## config.mk

```make
export PLATFORM = sky130hd
export DESIGN_NAME = adc_setup_register
export DESIGN_NICKNAME = d
export VERILOG_FILES = /design/src/logic/adc_setup_pkg.sv /design/src/logic/adc_setup_register.sv /design/src/logic/word_timer.sv
export SDC_FILE = /design/constraint.sdc
export NUM_CORES = 1
export LEC_CHECK = 0
export ABC_AREA = 0
export BUFFER_PORTS_ARGS = -buffer_cell sky130_fd_sc_hd__buf_2
export CORE_MARGIN = 2
export CORE_UTILIZATION = 25
export CTS_BUF_LIST = sky130_fd_sc_hd__clkbuf_4 sky130_fd_sc_hd__clkbuf_8
export DETAILED_ROUTE_END_ITERATION = 10
export GPL_ROUTABILITY_DRIVEN = 0
export PLACE_DENSITY = 0.5
export SLEW_MARGIN = 20
export SYNTH_ARGS = -nofsm -noshare
export SYNTH_HDL_FRONTEND = slang
export SYNTH_SLANG_ARGS = --single-unit
```

## constraint.sdc

```tcl
create_clock -name clock_i -period 6.6 [get_ports clock_i]
set_input_delay 0.66 -clock clock_i [delete_from_list [all_inputs] [get_ports clock_i]]
set_output_delay 0.66 -clock clock_i [all_outputs]
set_load 0.02 [all_outputs]
```

## src/logic/adc_setup_pkg.sv

```systemverilog
// Purpose: shared constants for the converter configuration register and word timer
// Assumes: 200 MHz system clock, register select code of the serial port
// Notes:   field positions run from the mode bits down to the filter sync bit
package adc_setup_pkg;

   // register select code and reset value
   localparam logic [1:0]  SETUP_SELECT    = 2'h1;
   localparam logic [7:0]  SETUP_RESET     = 8'h28;

   // field positions
   localparam int          MODE_HI_BIT     = 7;
   localparam int          MODE_LO_BIT     = 6;
   localparam int          CLK_RANGE_BIT   = 5;
   localparam int          RATE_HI_BIT     = 4;
   localparam int          RATE_LO_BIT     = 3;
   localparam int          POLARITY_BIT    = 2;
   localparam int          BUFFER_BIT      = 1;
   localparam int          SYNC_BIT        = 0;

   // operating modes
   localparam logic [1:0]  MODE_NORMAL     = 2'h0;
   localparam logic [1:0]  MODE_SELF_CAL   = 2'h1;

   // settling in output-word periods
   localparam logic [2:0]  SETTLE_STEP     = 3'h4;
   localparam logic [2:0]  SETTLE_SYNC     = 3'h3;

   // corner frequency in thousandths of the notch frequency
   localparam logic [15:0] CORNER_PER_MILLE = 16'h0106;

   // timing
   localparam int unsigned CLOCK_HZ        = 200_000_000;

   // kind of the last event seen by the word timer
   localparam logic [1:0]  KIND_RUN        = 2'h0;
   localparam logic [1:0]  KIND_SYNC       = 2'h1;
   localparam logic [1:0]  KIND_STEP       = 2'h2;

   typedef enum logic [2:0] {
      ST_HOLD   = 3'b001,
      ST_SETTLE = 3'b010,
      ST_RUN    = 3'b100
   } timer_state_e;

endpackage : adc_setup_pkg

```

## src/logic/adc_setup_register.sv

```systemverilog
// Purpose: converter configuration register with word pacing and self-calibration
// Assumes: serial framing logic on the same clock supplies select, strobes and data
// Notes:   word periods at 200 MHz exceed 4096 cycles; shorten via CLK_HZ
//          mode codes 10 and 11 are stored and run as normal conversion
`timescale 1ns/10ps
module adc_setup_register
   import adc_setup_pkg::*;
#(
   parameter int unsigned CLK_HZ   = CLOCK_HZ,
   parameter int unsigned NOTCH_S0 = 20,
   parameter int unsigned NOTCH_S1 = 25,
   parameter int unsigned NOTCH_S2 = 100,
   parameter int unsigned NOTCH_S3 = 200,
   parameter int unsigned NOTCH_F0 = 50,
   parameter int unsigned NOTCH_F1 = 60,
   parameter int unsigned NOTCH_F2 = 250,
   parameter int unsigned NOTCH_F3 = 500
)(
   input  wire logic        clock_i,
   input  wire logic        rst_b_i,
   input  wire logic [1:0]  register_select_i,
   input  wire logic        write_i,
   input  wire logic [7:0]  write_data_i,
   input  wire logic        data_read_i,
   output      logic [7:0]  read_data_o,
   output      logic [1:0]  operating_mode_o,
   output      logic        clock_range_o,
   output      logic        unipolar_o,
   output      logic        buffer_en_o,
   output      logic        filter_sync_hold_o,
   output      logic        conversion_ready_flag_b_o,
   output      logic        word_strobe_o,
   output      logic [15:0] notch_hz_o,
   output      logic [31:0] corner_millihz_o
);

   typedef struct packed {
      logic [7:0]  cfg;
      logic        ready_b;
      logic        cal;
      logic [15:0] notch;
      logic [31:0] corner;
   } reg_s;

   reg_s        s_q;
   reg_s        s_d;
   logic        word;
   logic        setup_wr;
   logic [31:0] period;
   logic [2:0]  rate_sel;

   // notch frequency for clock range and rate bits
   function automatic logic [15:0] notch_of(input logic [2:0] sel);
      case (sel)
         3'h0:    notch_of = 16'(NOTCH_S0);
         3'h1:    notch_of = 16'(NOTCH_S1);
         3'h2:    notch_of = 16'(NOTCH_S2);
         3'h3:    notch_of = 16'(NOTCH_S3);
         3'h4:    notch_of = 16'(NOTCH_F0);
         3'h5:    notch_of = 16'(NOTCH_F1);
         3'h6:    notch_of = 16'(NOTCH_F2);
         default: notch_of = 16'(NOTCH_F3);
      endcase
   endfunction : notch_of

   // word period in clock cycles, folded to constants per selection
   function automatic logic [31:0] period_of(input logic [2:0] sel);
      case (sel)
         3'h0:    period_of = 32'(CLK_HZ / NOTCH_S0);
         3'h1:    period_of = 32'(CLK_HZ / NOTCH_S1);
         3'h2:    period_of = 32'(CLK_HZ / NOTCH_S2);
         3'h3:    period_of = 32'(CLK_HZ / NOTCH_S3);
         3'h4:    period_of = 32'(CLK_HZ / NOTCH_F0);
         3'h5:    period_of = 32'(CLK_HZ / NOTCH_F1);
         3'h6:    period_of = 32'(CLK_HZ / NOTCH_F2);
         default: period_of = 32'(CLK_HZ / NOTCH_F3);
      endcase
   endfunction : period_of

   // clock range and rate bits as one table index
   function automatic logic [2:0] rate_sel_of(input logic [7:0] cfg);
      rate_sel_of = {cfg[CLK_RANGE_BIT], cfg[RATE_HI_BIT:RATE_LO_BIT]};
   endfunction : rate_sel_of

   // mode field of a byte asks for self-calibration
   function automatic logic is_self_cal(input logic [7:0] cfg);
      is_self_cal = (cfg[MODE_HI_BIT:MODE_LO_BIT] == MODE_SELF_CAL);
   endfunction : is_self_cal

   ////////////////////////////////////////////////////////////////////////////////
   assign rate_sel = rate_sel_of(s_q.cfg);
   assign period   = period_of(rate_sel);
   assign setup_wr = write_i && (register_select_i == SETUP_SELECT);

   // each setup write restarts the timer unless the stored hold bit is set, so period and restart move together
   word_timer u_timer (
      .clock_i   (clock_i),
      .rst_b_i   (rst_b_i),
      .period_i  (period),
      .hold_i    (s_q.cfg[SYNC_BIT]),
      .restart_i (setup_wr),
      .word_o    (word)
   );

   // ready flag: a read raises it, a new word lowers it, a cal start raises it again;
   // the word is applied after the read so a word on the read cycle is not lost
   always_comb begin
      s_d = s_q;
      if (data_read_i) begin
         s_d.ready_b = 1'b1;
      end
      if (word) begin
         s_d.ready_b = 1'b0;
         if (s_q.cal) begin
            s_d.cal                         = 1'b0;
            s_d.cfg[MODE_HI_BIT:MODE_LO_BIT] = MODE_NORMAL;
         end
      end
      if (setup_wr) begin
         s_d.cfg = write_data_i;
         s_d.cal = is_self_cal(write_data_i);
         if (is_self_cal(write_data_i)) begin
            s_d.ready_b = 1'b1;
         end
      end
      s_d.notch  = notch_of(rate_sel_of(s_d.cfg));
      s_d.corner = 32'(s_d.notch) * 32'(CORNER_PER_MILLE);
   end

   always_ff @(posedge clock_i or negedge rst_b_i) begin
      if (!rst_b_i) begin
         s_q <= '{cfg: SETUP_RESET, ready_b: 1'b1, cal: 1'b0,
                  notch: 16'(NOTCH_F1),
                  corner: 32'(NOTCH_F1) * 32'(CORNER_PER_MILLE)};
      end else begin
         s_q <= s_d;
      end
   end

   ////////////////////////////////////////////////////////////////////////////////
   // outputs
   assign read_data_o               = s_q.cfg;
   assign operating_mode_o          = s_q.cfg[MODE_HI_BIT:MODE_LO_BIT];
   assign clock_range_o             = s_q.cfg[CLK_RANGE_BIT];
   assign unipolar_o                = s_q.cfg[POLARITY_BIT];
   assign buffer_en_o               = s_q.cfg[BUFFER_BIT];
   assign filter_sync_hold_o        = s_q.cfg[SYNC_BIT];
   assign conversion_ready_flag_b_o = s_q.ready_b;
   assign word_strobe_o             = word;
   assign notch_hz_o                = s_q.notch;
   assign corner_millihz_o          = s_q.corner;
endmodule : adc_setup_register

```

## src/logic/word_timer.sv

```systemverilog
// Purpose: paces output words from the programmed notch period
// Assumes: period_i changes only together with restart_i
// Notes:   hold_i keeps the filter in reset; gap and kind feed the checks only
`timescale 1ns/10ps
module word_timer
   import adc_setup_pkg::*;
(
   input  wire logic        clock_i,
   input  wire logic        rst_b_i,
   input  wire logic [31:0] period_i,
   input  wire logic        hold_i,
   input  wire logic        restart_i,
   output      logic        word_o
);

   typedef struct packed {
      timer_state_e state;
      logic [31:0]  cnt;
      logic [2:0]   left;
      logic [31:0]  gap;
      logic [1:0]   kind;
   } timer_s;

   timer_s s_q;
   timer_s s_d;
   logic   word;
   logic   release_evt;

   ////////////////////////////////////////////////////////////////////////////////
   always_comb begin
      s_d         = s_q;
      word        = 1'b0;
      release_evt = (s_q.state == ST_HOLD) && !hold_i;
      if (hold_i) begin
         s_d.state = ST_HOLD;
         s_d.cnt   = '0;
      end else if (restart_i) begin
         s_d.state = ST_SETTLE;
         s_d.cnt   = '0;
         s_d.left  = SETTLE_STEP;
         s_d.kind  = KIND_STEP;
      end else begin
         case (s_q.state)
            ST_HOLD: begin
               s_d.state = ST_SETTLE;
               s_d.cnt   = '0;
               s_d.left  = SETTLE_SYNC;
               s_d.kind  = KIND_SYNC;
            end
            ST_SETTLE: begin
               if (s_q.cnt >= period_i - 32'h1) begin
                  s_d.cnt = '0;
                  if (s_q.left <= 3'h1) begin
                     word      = 1'b1;
                     s_d.state = ST_RUN;
                  end else begin
                     s_d.left = s_q.left - 3'h1;
                  end
               end else begin
                  s_d.cnt = s_q.cnt + 32'h1;
               end
            end
            ST_RUN: begin
               if (s_q.cnt >= period_i - 32'h1) begin
                  s_d.cnt = '0;
                  word    = 1'b1;
               end else begin
                  s_d.cnt = s_q.cnt + 32'h1;
               end
            end
            default: begin
               s_d.state = ST_HOLD;
               s_d.cnt   = '0;
            end
         endcase
      end
      if (restart_i || release_evt || word) begin
         s_d.gap = '0;
      end else begin
         s_d.gap = s_q.gap + 32'h1;
      end
      if (word) begin
         s_d.kind = KIND_RUN;
      end
   end

   always_ff @(posedge clock_i or negedge rst_b_i) begin
      if (!rst_b_i) begin
         s_q <= '{state: ST_SETTLE, cnt: '0, left: SETTLE_STEP, gap: '0, kind: KIND_STEP};
      end else begin
         s_q <= s_d;
      end
   end

   assign word_o = word;
endmodule : word_timer

```

# Yosys cells after proc, flatten, opt, wreduce, memory -nomap -nowiden
# Cells that the tools add are included.
# word_totals
register_bits,88
input_bits,14
elab_cells,73
# classes
addsub,3
n_mul,1
n_lt_le_gt_ge,2
eq_ne,22
muxes,24
n_bitwise,1
reduce_logical,10
# ops
op,n
$pmux 24 s7,1
$mux 32,2
$pmux 9 s7,1
$mux 38,1
$mux 35,1
$add 32x1->32 const B,1
$ge 32x32->1,1
$sub 24x1->25 const B,1
$mul 16x8->24 const B,1
$eq 3x3->1 const B,7
$eq 3x2->1 const B,5
$mux 3,4
$mux 10,1
$eq 3x1->1 const B,3
$pmux 3 s3,1
$ne 4x3->1 const B,2
$mux 1,7
$logic_not 3->1,2
$mux 2,3
$ne 3x3->1 const B,2
$pmux 3 s2,1
$eq 2x1->1 const B,2
$reduce_and 4->1,1
$reduce_bool 2->1,2
other kinds (10),10

# Longest topological paths before layout
# Gate-level depths: netlist (run 1).
# logic_depth
word_depth,14
ltp_mapped,23
mapped_depth_nobuf,22

# Hierarchy
# From an unflattened synthesis (run 1), not the netlist that was laid out.
# unflattened
hier_cells,630
hier_area_um2,5725.5
# modules_own_cells
module,n_inst,cells_per_inst,area_each_um2,seq_area_each_um2
word_timer,1,358,3120.5,953.4
adc_setup_register,1,272,2605.0,869.6

# Least setup slack after synthesis (run 1)
# No wires, ideal clock.
# synth_timing
path_type,input port to flip-flop
from,in write_i
to,"reg s_q, in the netlist corner_millihz_o[15]"
setup_time_ns,0.080
arrival_ns,4.864
path_slack_ns,1.657
stages,20
path_buffers,1
path_cell_list,nand2_1 -> nor2_1 -> nor2_1 -> a21oi_1 -> inv_1 -> ha_1 -> or4_1 -> clkbuf_1 -> nand2_1 -> ha_1 -> ha_1 -> ha_1 -> ha_1 -> a31o_2 -> a21o_1 -> a21o_1 -> a31oi_1 -> o31ai_2 -> nand2_1 -> xnor2_1
# synth_lines
item,line_no,text
from (decl),adc_setup_register.sv:22,"input wire logic write_i,"
to (signal assigned),adc_setup_register.sv:132,"s_q <= '{cfg: SETUP_RESET, ready_b: 1'b1, cal: 1'b0,"
to (decl),adc_setup_register.sv:45,reg_s s_q;

==> flow_metrics.tcl, run 1 <==
set metrics [dict create \
    run_status "finished clean" \
    min-delay-path-class "in2async" \
    async_flop_share_pct 100 \
    drive_gt1_share_pct 19.4 \
    std_cell_rows 50 \
    tns_ps 0 \
    cts_setup_buffers 0 \
    grt_total_ovfl 0 \
    postSynthRegisterBits 71 \
    cts_root_buf "sky130_fd_sc_hd__clkbuf_8" \
    chipWidth_um 141 \
    dp_hpwl_um 7130 \
    gr-usage-all-layers_pct 10.2 \
    io_buffer_count 55 \
    syn_inst 502 \
    largest_net_degree_at_the_start_of_global_routing 72 \
    final_nets 594 \
    synthFlopType "sky130_fd_sc_hd__dfrtp_1" \
    route.detailed.drc 0 \
    detail_route.vias_per_cell 4.38 \
    synthDistinctLibCells 56 \
    diodes 0 \
    regToRegSetupSlack_ps 1420 \
    finClkSkew_ps 15.1 \
    cts_buffers 9 \
    grt_first_pass_wirelength_um 16400 \
    top_level_ports 78 \
    crit_fanout 17 \
    fin_util_pct 27.5 \
    ctsHtreeMaxLevel 3 \
    number_of_enable_type_register_cells_in_the_synthesized_netlist 0 \
    final_number_of_max_transition_violations 0 \
    ant_nets 0 \
    share_of_the_clock_period_used_by_the_worst_path_after_layout_pct 79.3 \
    route.vias.total 3357 \
    die_area_um2 20000 \
    max-vdd-ir-drop_mv 0.0773 \
    wire_per_inst_um 12.7 \
    busiest_layer "met2" \
    clock_tree_from_tritoncts "built" \
    synth-warning-count 0 \
    die_y_um 141 \
    critical_path_class "in2reg" \
    setup_repair_after_global_routing_missed_its_margin "no" \
    p_leak_nw 2.47 \
    core_area_um2 18600 \
    start_util_pct 25.3 \
    highest_clock_rate_mhz 191 \
    synth_sequential_area_ratio_pct 38.1 \
    worst_skew_pair.late_latency_ps 360 \
    timing.final.crit_period_ps 5230 \
    synth.cell_area_um2 4720 \
    seqCellArea_um2 1800 \
    groute.layer.met3.usage_pct 2.26 \
    timing.critical_path.required_ps 6890 \
    end_kind "flip-flop" \
    setup-violations-final 0 \
    path_clk_slew_ps 90 \
    multi_input_gate_area_in_the_final_layout_um2 2440 \
    layout_commonest_cell "sky130_fd_sc_hd__nor2_1" \
    global_route_met1_usage_pct 13.5 \
    routed_wl_um 9720 \
    layout.filler_cells 1967 \
    detailedRoute.firstPassIterationCount 4 \
    synth_area_per_cell_um2 9.41 \
    antenna_found_initial 0 \
    actual_transition_at_the_worst_max_transition_pin_ps 904 \
    drv.max_cap_violation_count 0 \
    area_growth_pct 8.48 \
    holdBufCountCts 0 \
    cts-root-to-sink-buffers 2 \
    worst_setup_path_start_kind "input port" \
    via_count_of_the_first_global_routing_pass 3338 \
    critical_path_arrival_ps 5520 \
    slew_headroom_pct 38.0 \
    final-hold-violation-count 0 \
    grtUsageMet2_pct 15.9 \
    clkSinkCount 71 \
    cts_resized 0 \
    mostFrequentLayoutCells "sky130_fd_sc_hd__nor2_1 (60), sky130_fd_sc_hd__buf_2 (55), sky130_fd_sc_hd__dfrtp_1 (54)" \
    detailedRoute.firstIterationViolations 183 \
    powerDensity_nw_per_um2 320 \
]
[worst paths after layout]
check	startpoint	endpoint	depth (start not counted)
worst max-delay path	write_i	corner_millihz_o[15]	21
worst min-delay path	rst_b_i	u_timer.s_q[35]	2
worst max register to register	read_data_o[4]	corner_millihz_o[15]	18
worst min register to register	u_timer.s_q[37]	u_timer.s_q[37]	1
max in group asynchronous	rst_b_i	u_timer.s_q[65]	2
min in group clock_i	u_timer.s_q[37]	u_timer.s_q[37]	1
[final cells by class]
cell class,count,area share (%)
clock buffer,9,2.42
clock inverter,7,1.88
inverter,22,1.61
multi-input combinational,366,47.6
sequential,71,35.1
tap,234,5.72
timing repair buffer,57,5.67
[sequential cells by signal, summed over array words and instances (netlist names)]
register and cells:
s_q 1, notch_hz_o 7, read_data_o 8, u_timer.s_q 38, conversion_ready_flag_b_o 1, corner_millihz_o 16
[kinds of logic after synthesis]
logic type | share of synthesized area, %
AND/OR/NAND/NOR | 17.5
buffers and inverters | 12.5
AO/OA/AOI/OAI | 10.3
flip-flops | 38.1
adder cells (fa/ha/maj) | 14.4
XOR/XNOR | 6.31
multiplexers | 0.874
other | 0.0794
[power by group]
group / internal (mW) / switching, mW
Sequential: 0.543 / 0.0535
Clock: 0.214 / 0.178
Combinational: 0.241 / 0.408
[layer usage]
layer	vias to the layer above	share of wire, %
li1	1673	-
met1	1580	48
met2	88	45
met3	16	4.6
met4	0	2.2
met5	-	0
[synth_stat cells (4+ instances only)]
library cell / number / area, um2
sky130_fd_sc_hd__inv_1: 22 / 82.6
sky130_fd_sc_hd__xnor2_1: 15 / 131
sky130_fd_sc_hd__a211oi_1: 4 / 30.0
sky130_fd_sc_hd__clkbuf_1: 9 / 33.8
sky130_fd_sc_hd__and2_1: 4 / 25.0
sky130_fd_sc_hd__ha_1: 51 / 638
sky130_fd_sc_hd__nand2b_1: 8 / 50.1
sky130_fd_sc_hd__nand2_1: 38 / 143
sky130_fd_sc_hd__o21ai_0: 21 / 105
sky130_fd_sc_hd__dfstp_2: 17 / 447
sky130_fd_sc_hd__nor2_1: 60 / 225
sky130_fd_sc_hd__nand4_1: 8 / 50.1
sky130_fd_sc_hd__buf_4: 58 / 435
sky130_fd_sc_hd__a21oi_1: 28 / 140
sky130_fd_sc_hd__and3_1: 7 / 43.8
sky130_fd_sc_hd__dfrtp_1: 54 / 1350
sky130_fd_sc_hd__a21o_1: 5 / 37.5
sky130_fd_sc_hd__xor2_1: 19 / 166
sky130_fd_sc_hd__nor3_1: 6 / 30.0
sky130_fd_sc_hd__nor2b_1: 6 / 37.5
sky130_fd_sc_hd__nand3_1: 14 / 70.1
[through the flow]
stage / setup slack [ps] / std cells / hold WS (ps) / instance area, um2 / total power, mW
final: 1370 / 766 / 489 / 5120 / 1.64
after global routing: 940 / 766 / 504 / 5120 / 1.78
after CTS: 1390 / 766 / 472 / 5120 / 1.67
after detailed placement: 984 / 750 / 486 / 4900 / 1.26
after global placement: 1170 / 750 / 471 / 4900 / 1.24
after floorplan: 1660 / 530 / 364 / 4830 / 1.17
[critical path, stage by stage]
cell and delay (ps):
sky130_fd_sc_hd__buf_2 110, sky130_fd_sc_hd__nand2_1 50, sky130_fd_sc_hd__nor2_1 90, sky130_fd_sc_hd__buf_4 240, sky130_fd_sc_hd__nor2_1 70, sky130_fd_sc_hd__a21oi_1 340, sky130_fd_sc_hd__inv_1 200, sky130_fd_sc_hd__ha_1 320
sky130_fd_sc_hd__or4_1 720, sky130_fd_sc_hd__nand2_1 220, sky130_fd_sc_hd__ha_1 250, sky130_fd_sc_hd__ha_1 280, sky130_fd_sc_hd__ha_1 280, sky130_fd_sc_hd__ha_1 350, sky130_fd_sc_hd__a31o_2 280, sky130_fd_sc_hd__a21o_1 180
sky130_fd_sc_hd__a21o_1 170, sky130_fd_sc_hd__a31oi_1 300, sky130_fd_sc_hd__o31ai_2 150, sky130_fd_sc_hd__nand2_1 120, sky130_fd_sc_hd__xnor2_1 120
Power figures use the tool's default switching activity.
==> inputs of run 2 (changes only) <==
Settings changed: PLACE_DENSITY 0.5 to 0.51.
Clock period 6.6 ns to 4.35 ns, I/O delays scaled along.
==> run 2 against run 1 <==
Effect of this change:
- worst setup slack got worse by 1100 ps
- critical path type is now reg2out
- via count is 4.7% higher
- first-iteration DRC count is 3.8% higher
- register-to-register slack got worse by 1100 ps
- largest power group unchanged
- worst hold slack got worse by 350 ps
==> flow_metrics.tcl, run 2 (synthesis results as in run 1) <==
set metrics [dict create \
    timing.hold.ws_ps 143 \
    drive_gt1_share_pct 24.5 \
    chipWidth_um 141 \
    critical_path_arrival_ps 3640 \
    path_clk_slew_ps 80 \
    net-switching-power_uw 989 \
    cts_buffers 9 \
    actual_transition_at_the_worst_max_transition_pin_ps 721 \
    gr-usage-all-layers_pct 11.0 \
    highest_clock_rate_mhz 245 \
    share_of_the_clock_period_used_by_the_worst_path_after_layout_pct 93.7 \
    setup-violations-final 0 \
    ant_nets 0 \
    detailedRoute.firstIterationViolations 190 \
    timing.final.crit_period_ps 4080 \
    die_y_um 141 \
    placement.setup.worst_slack_ps -10.6 \
    largest_register "u_timer.s_q" \
    drv.max_cap_violation_count 0 \
    clkSinkCount 71 \
    combinationalPowerShare_pct 43.9 \
    cts_setup_buffers 0 \
    start_util_pct 25.3 \
    area_growth_pct 13.6 \
    layout.filler_cells 1970 \
    worst_setup_path_start_kind "flip-flop" \
    setup_ws_ps 274 \
    dp_hpwl_um 7920 \
    timing.critical_path.required_ps 3910 \
    r2r.worst_path.cells 20 \
    via_count_of_the_first_global_routing_pass 3621 \
    cts_resized 0 \
    io_buffer_count 55 \
    setup_repair_after_global_routing_missed_its_margin "no" \
    top_level_ports 78 \
    core_area_um2 18600 \
    layout_commonest_cell "sky130_fd_sc_hd__nor2_1" \
    max-vdd-ir-drop_mv 0.160 \
    p_sw_share_pct 38.0 \
    die_area_um2 20000 \
    grt_total_ovfl 0 \
    route.vias.total 3516 \
    cts-root-to-sink-buffers 2 \
    final-hold-violation-count 0 \
    worst_skew_pair.late_latency_ps 350 \
    finClkSkew_ps 9.72 \
    holdBufCountCts 0 \
    final_nets 622 \
    slew_headroom_pct 52.0 \
    routed_wl_um 10500 \
    detailedRoute.firstPassIterationCount 4 \
    ctsHtreeMaxLevel 3 \
    crit_fanout 13 \
    run_status "finished clean" \
    p_int_mw 1.62 \
    finish.cell_count_without_fillers 794 \
    design_area_um2 5360 \
    end_kind "primary output" \
    mostFrequentLayoutCells "sky130_fd_sc_hd__nor2_1 (59), sky130_fd_sc_hd__buf_2 (55), sky130_fd_sc_hd__dfrtp_1 (54)" \
    cts_root_buf "sky130_fd_sc_hd__clkbuf_8" \
    largest_net_degree_at_the_start_of_global_routing 41 \
    wire_per_inst_um 13.2 \
    detail_route.vias_per_cell 4.43 \
    grt_first_pass_wirelength_um 17700 \
    tns_ps 0 \
    route.detailed.drc 0 \
    largest_register_ff_count 38 \
    totalPowerFinal_mw 2.60 \
    fin_util_pct 28.8 \
    powerDensity_nw_per_um2 486 \
    min-delay-path-class "in2async" \
    p_leak_nw 2.60 \
    post-place-cells 778 \
    placedInstanceArea_um2 5140 \
    clkPwrFrac_pct 22.1 \
    power.share.sequential_pct 34.0 \
    critical_path_class "reg2out" \
    diodes 0 \
    std_cell_rows 50 \
    final_number_of_max_transition_violations 0 \
    clock_tree_from_tritoncts "built" \
    antenna_found_initial 0 \
]
==> run 2: cell types whose count changed in the layout (fill, tap and decap cells not counted), sizes merged <==
cell    delta
buf       +28
bufinv     -1
clkbuf     +5
clkinv     -3
inv        -1
==> run 2: critical path: stages (launching register included) <==
cell	delay, ps
sky130_fd_sc_hd__dfstp_2	530
sky130_fd_sc_hd__buf_4	180
sky130_fd_sc_hd__nor2b_1	440
sky130_fd_sc_hd__nand2_1	180
sky130_fd_sc_hd__ha_1	320
sky130_fd_sc_hd__ha_1	290
sky130_fd_sc_hd__a21oi_1	160
sky130_fd_sc_hd__nor2b_1	60
sky130_fd_sc_hd__o311ai_1	320
sky130_fd_sc_hd__nand4_2	300
sky130_fd_sc_hd__and3b_1	320
sky130_fd_sc_hd__buf_2	180
==> run 2: final timing paths <==
path | to | start | slack, ps
max | word_strobe_o | read_data_o[5] | 270
min | corner_millihz_o[2] | rst_b_i | 140
max reg2reg | corner_millihz_o[15] | read_data_o[4] | 310
min reg2reg | u_timer.s_q[37] | u_timer.s_q[37] | 490
max in group asynchronous | u_timer.s_q[70] | rst_b_i | 3210
min in group clock_i | read_data_o[1] | write_data_i[1] | 280
==> run 2: final cells by class <==
cell class	count	area, um2	area share [%]
repair buffers	85	500	9.33
clock inverters	2	38.8	0.723
flip-flops and latches	71	1800	33.5
inverters	22	82.6	1.54
well taps	234	293	5.46
multi-input cells	366	2470	46.1
clock buffers	14	180	3.36
==> run 2: per-layer routing <==
layer  part of all wire, %  routed length [um]  GRT usage [%]
met5                     0                   0              0
met2                    48                5000           18.6
met3                   4.9                 510           2.56
met4                   1.7                 173           3.84
met1                    46                4800           13.6
==> run 2: power by group through the flow <==
| stage | clock, mW | sequential (mW) | combinational (mW) |
|---|---|---|---|
| 5_1_grt | 0.629 | 0.903 | 1.27 |
| 4_1_cts | 0.596 | 0.888 | 1.16 |
| 2_1_floorplan | 0 | 0.896 | 0.901 |
| 3_3_place_gp | 0 | 0.896 | 1.13 |
| 3_5_place_dp | 0 | 0.899 | 1.14 |
| 6_report | 0.575 | 0.886 | 1.14 |
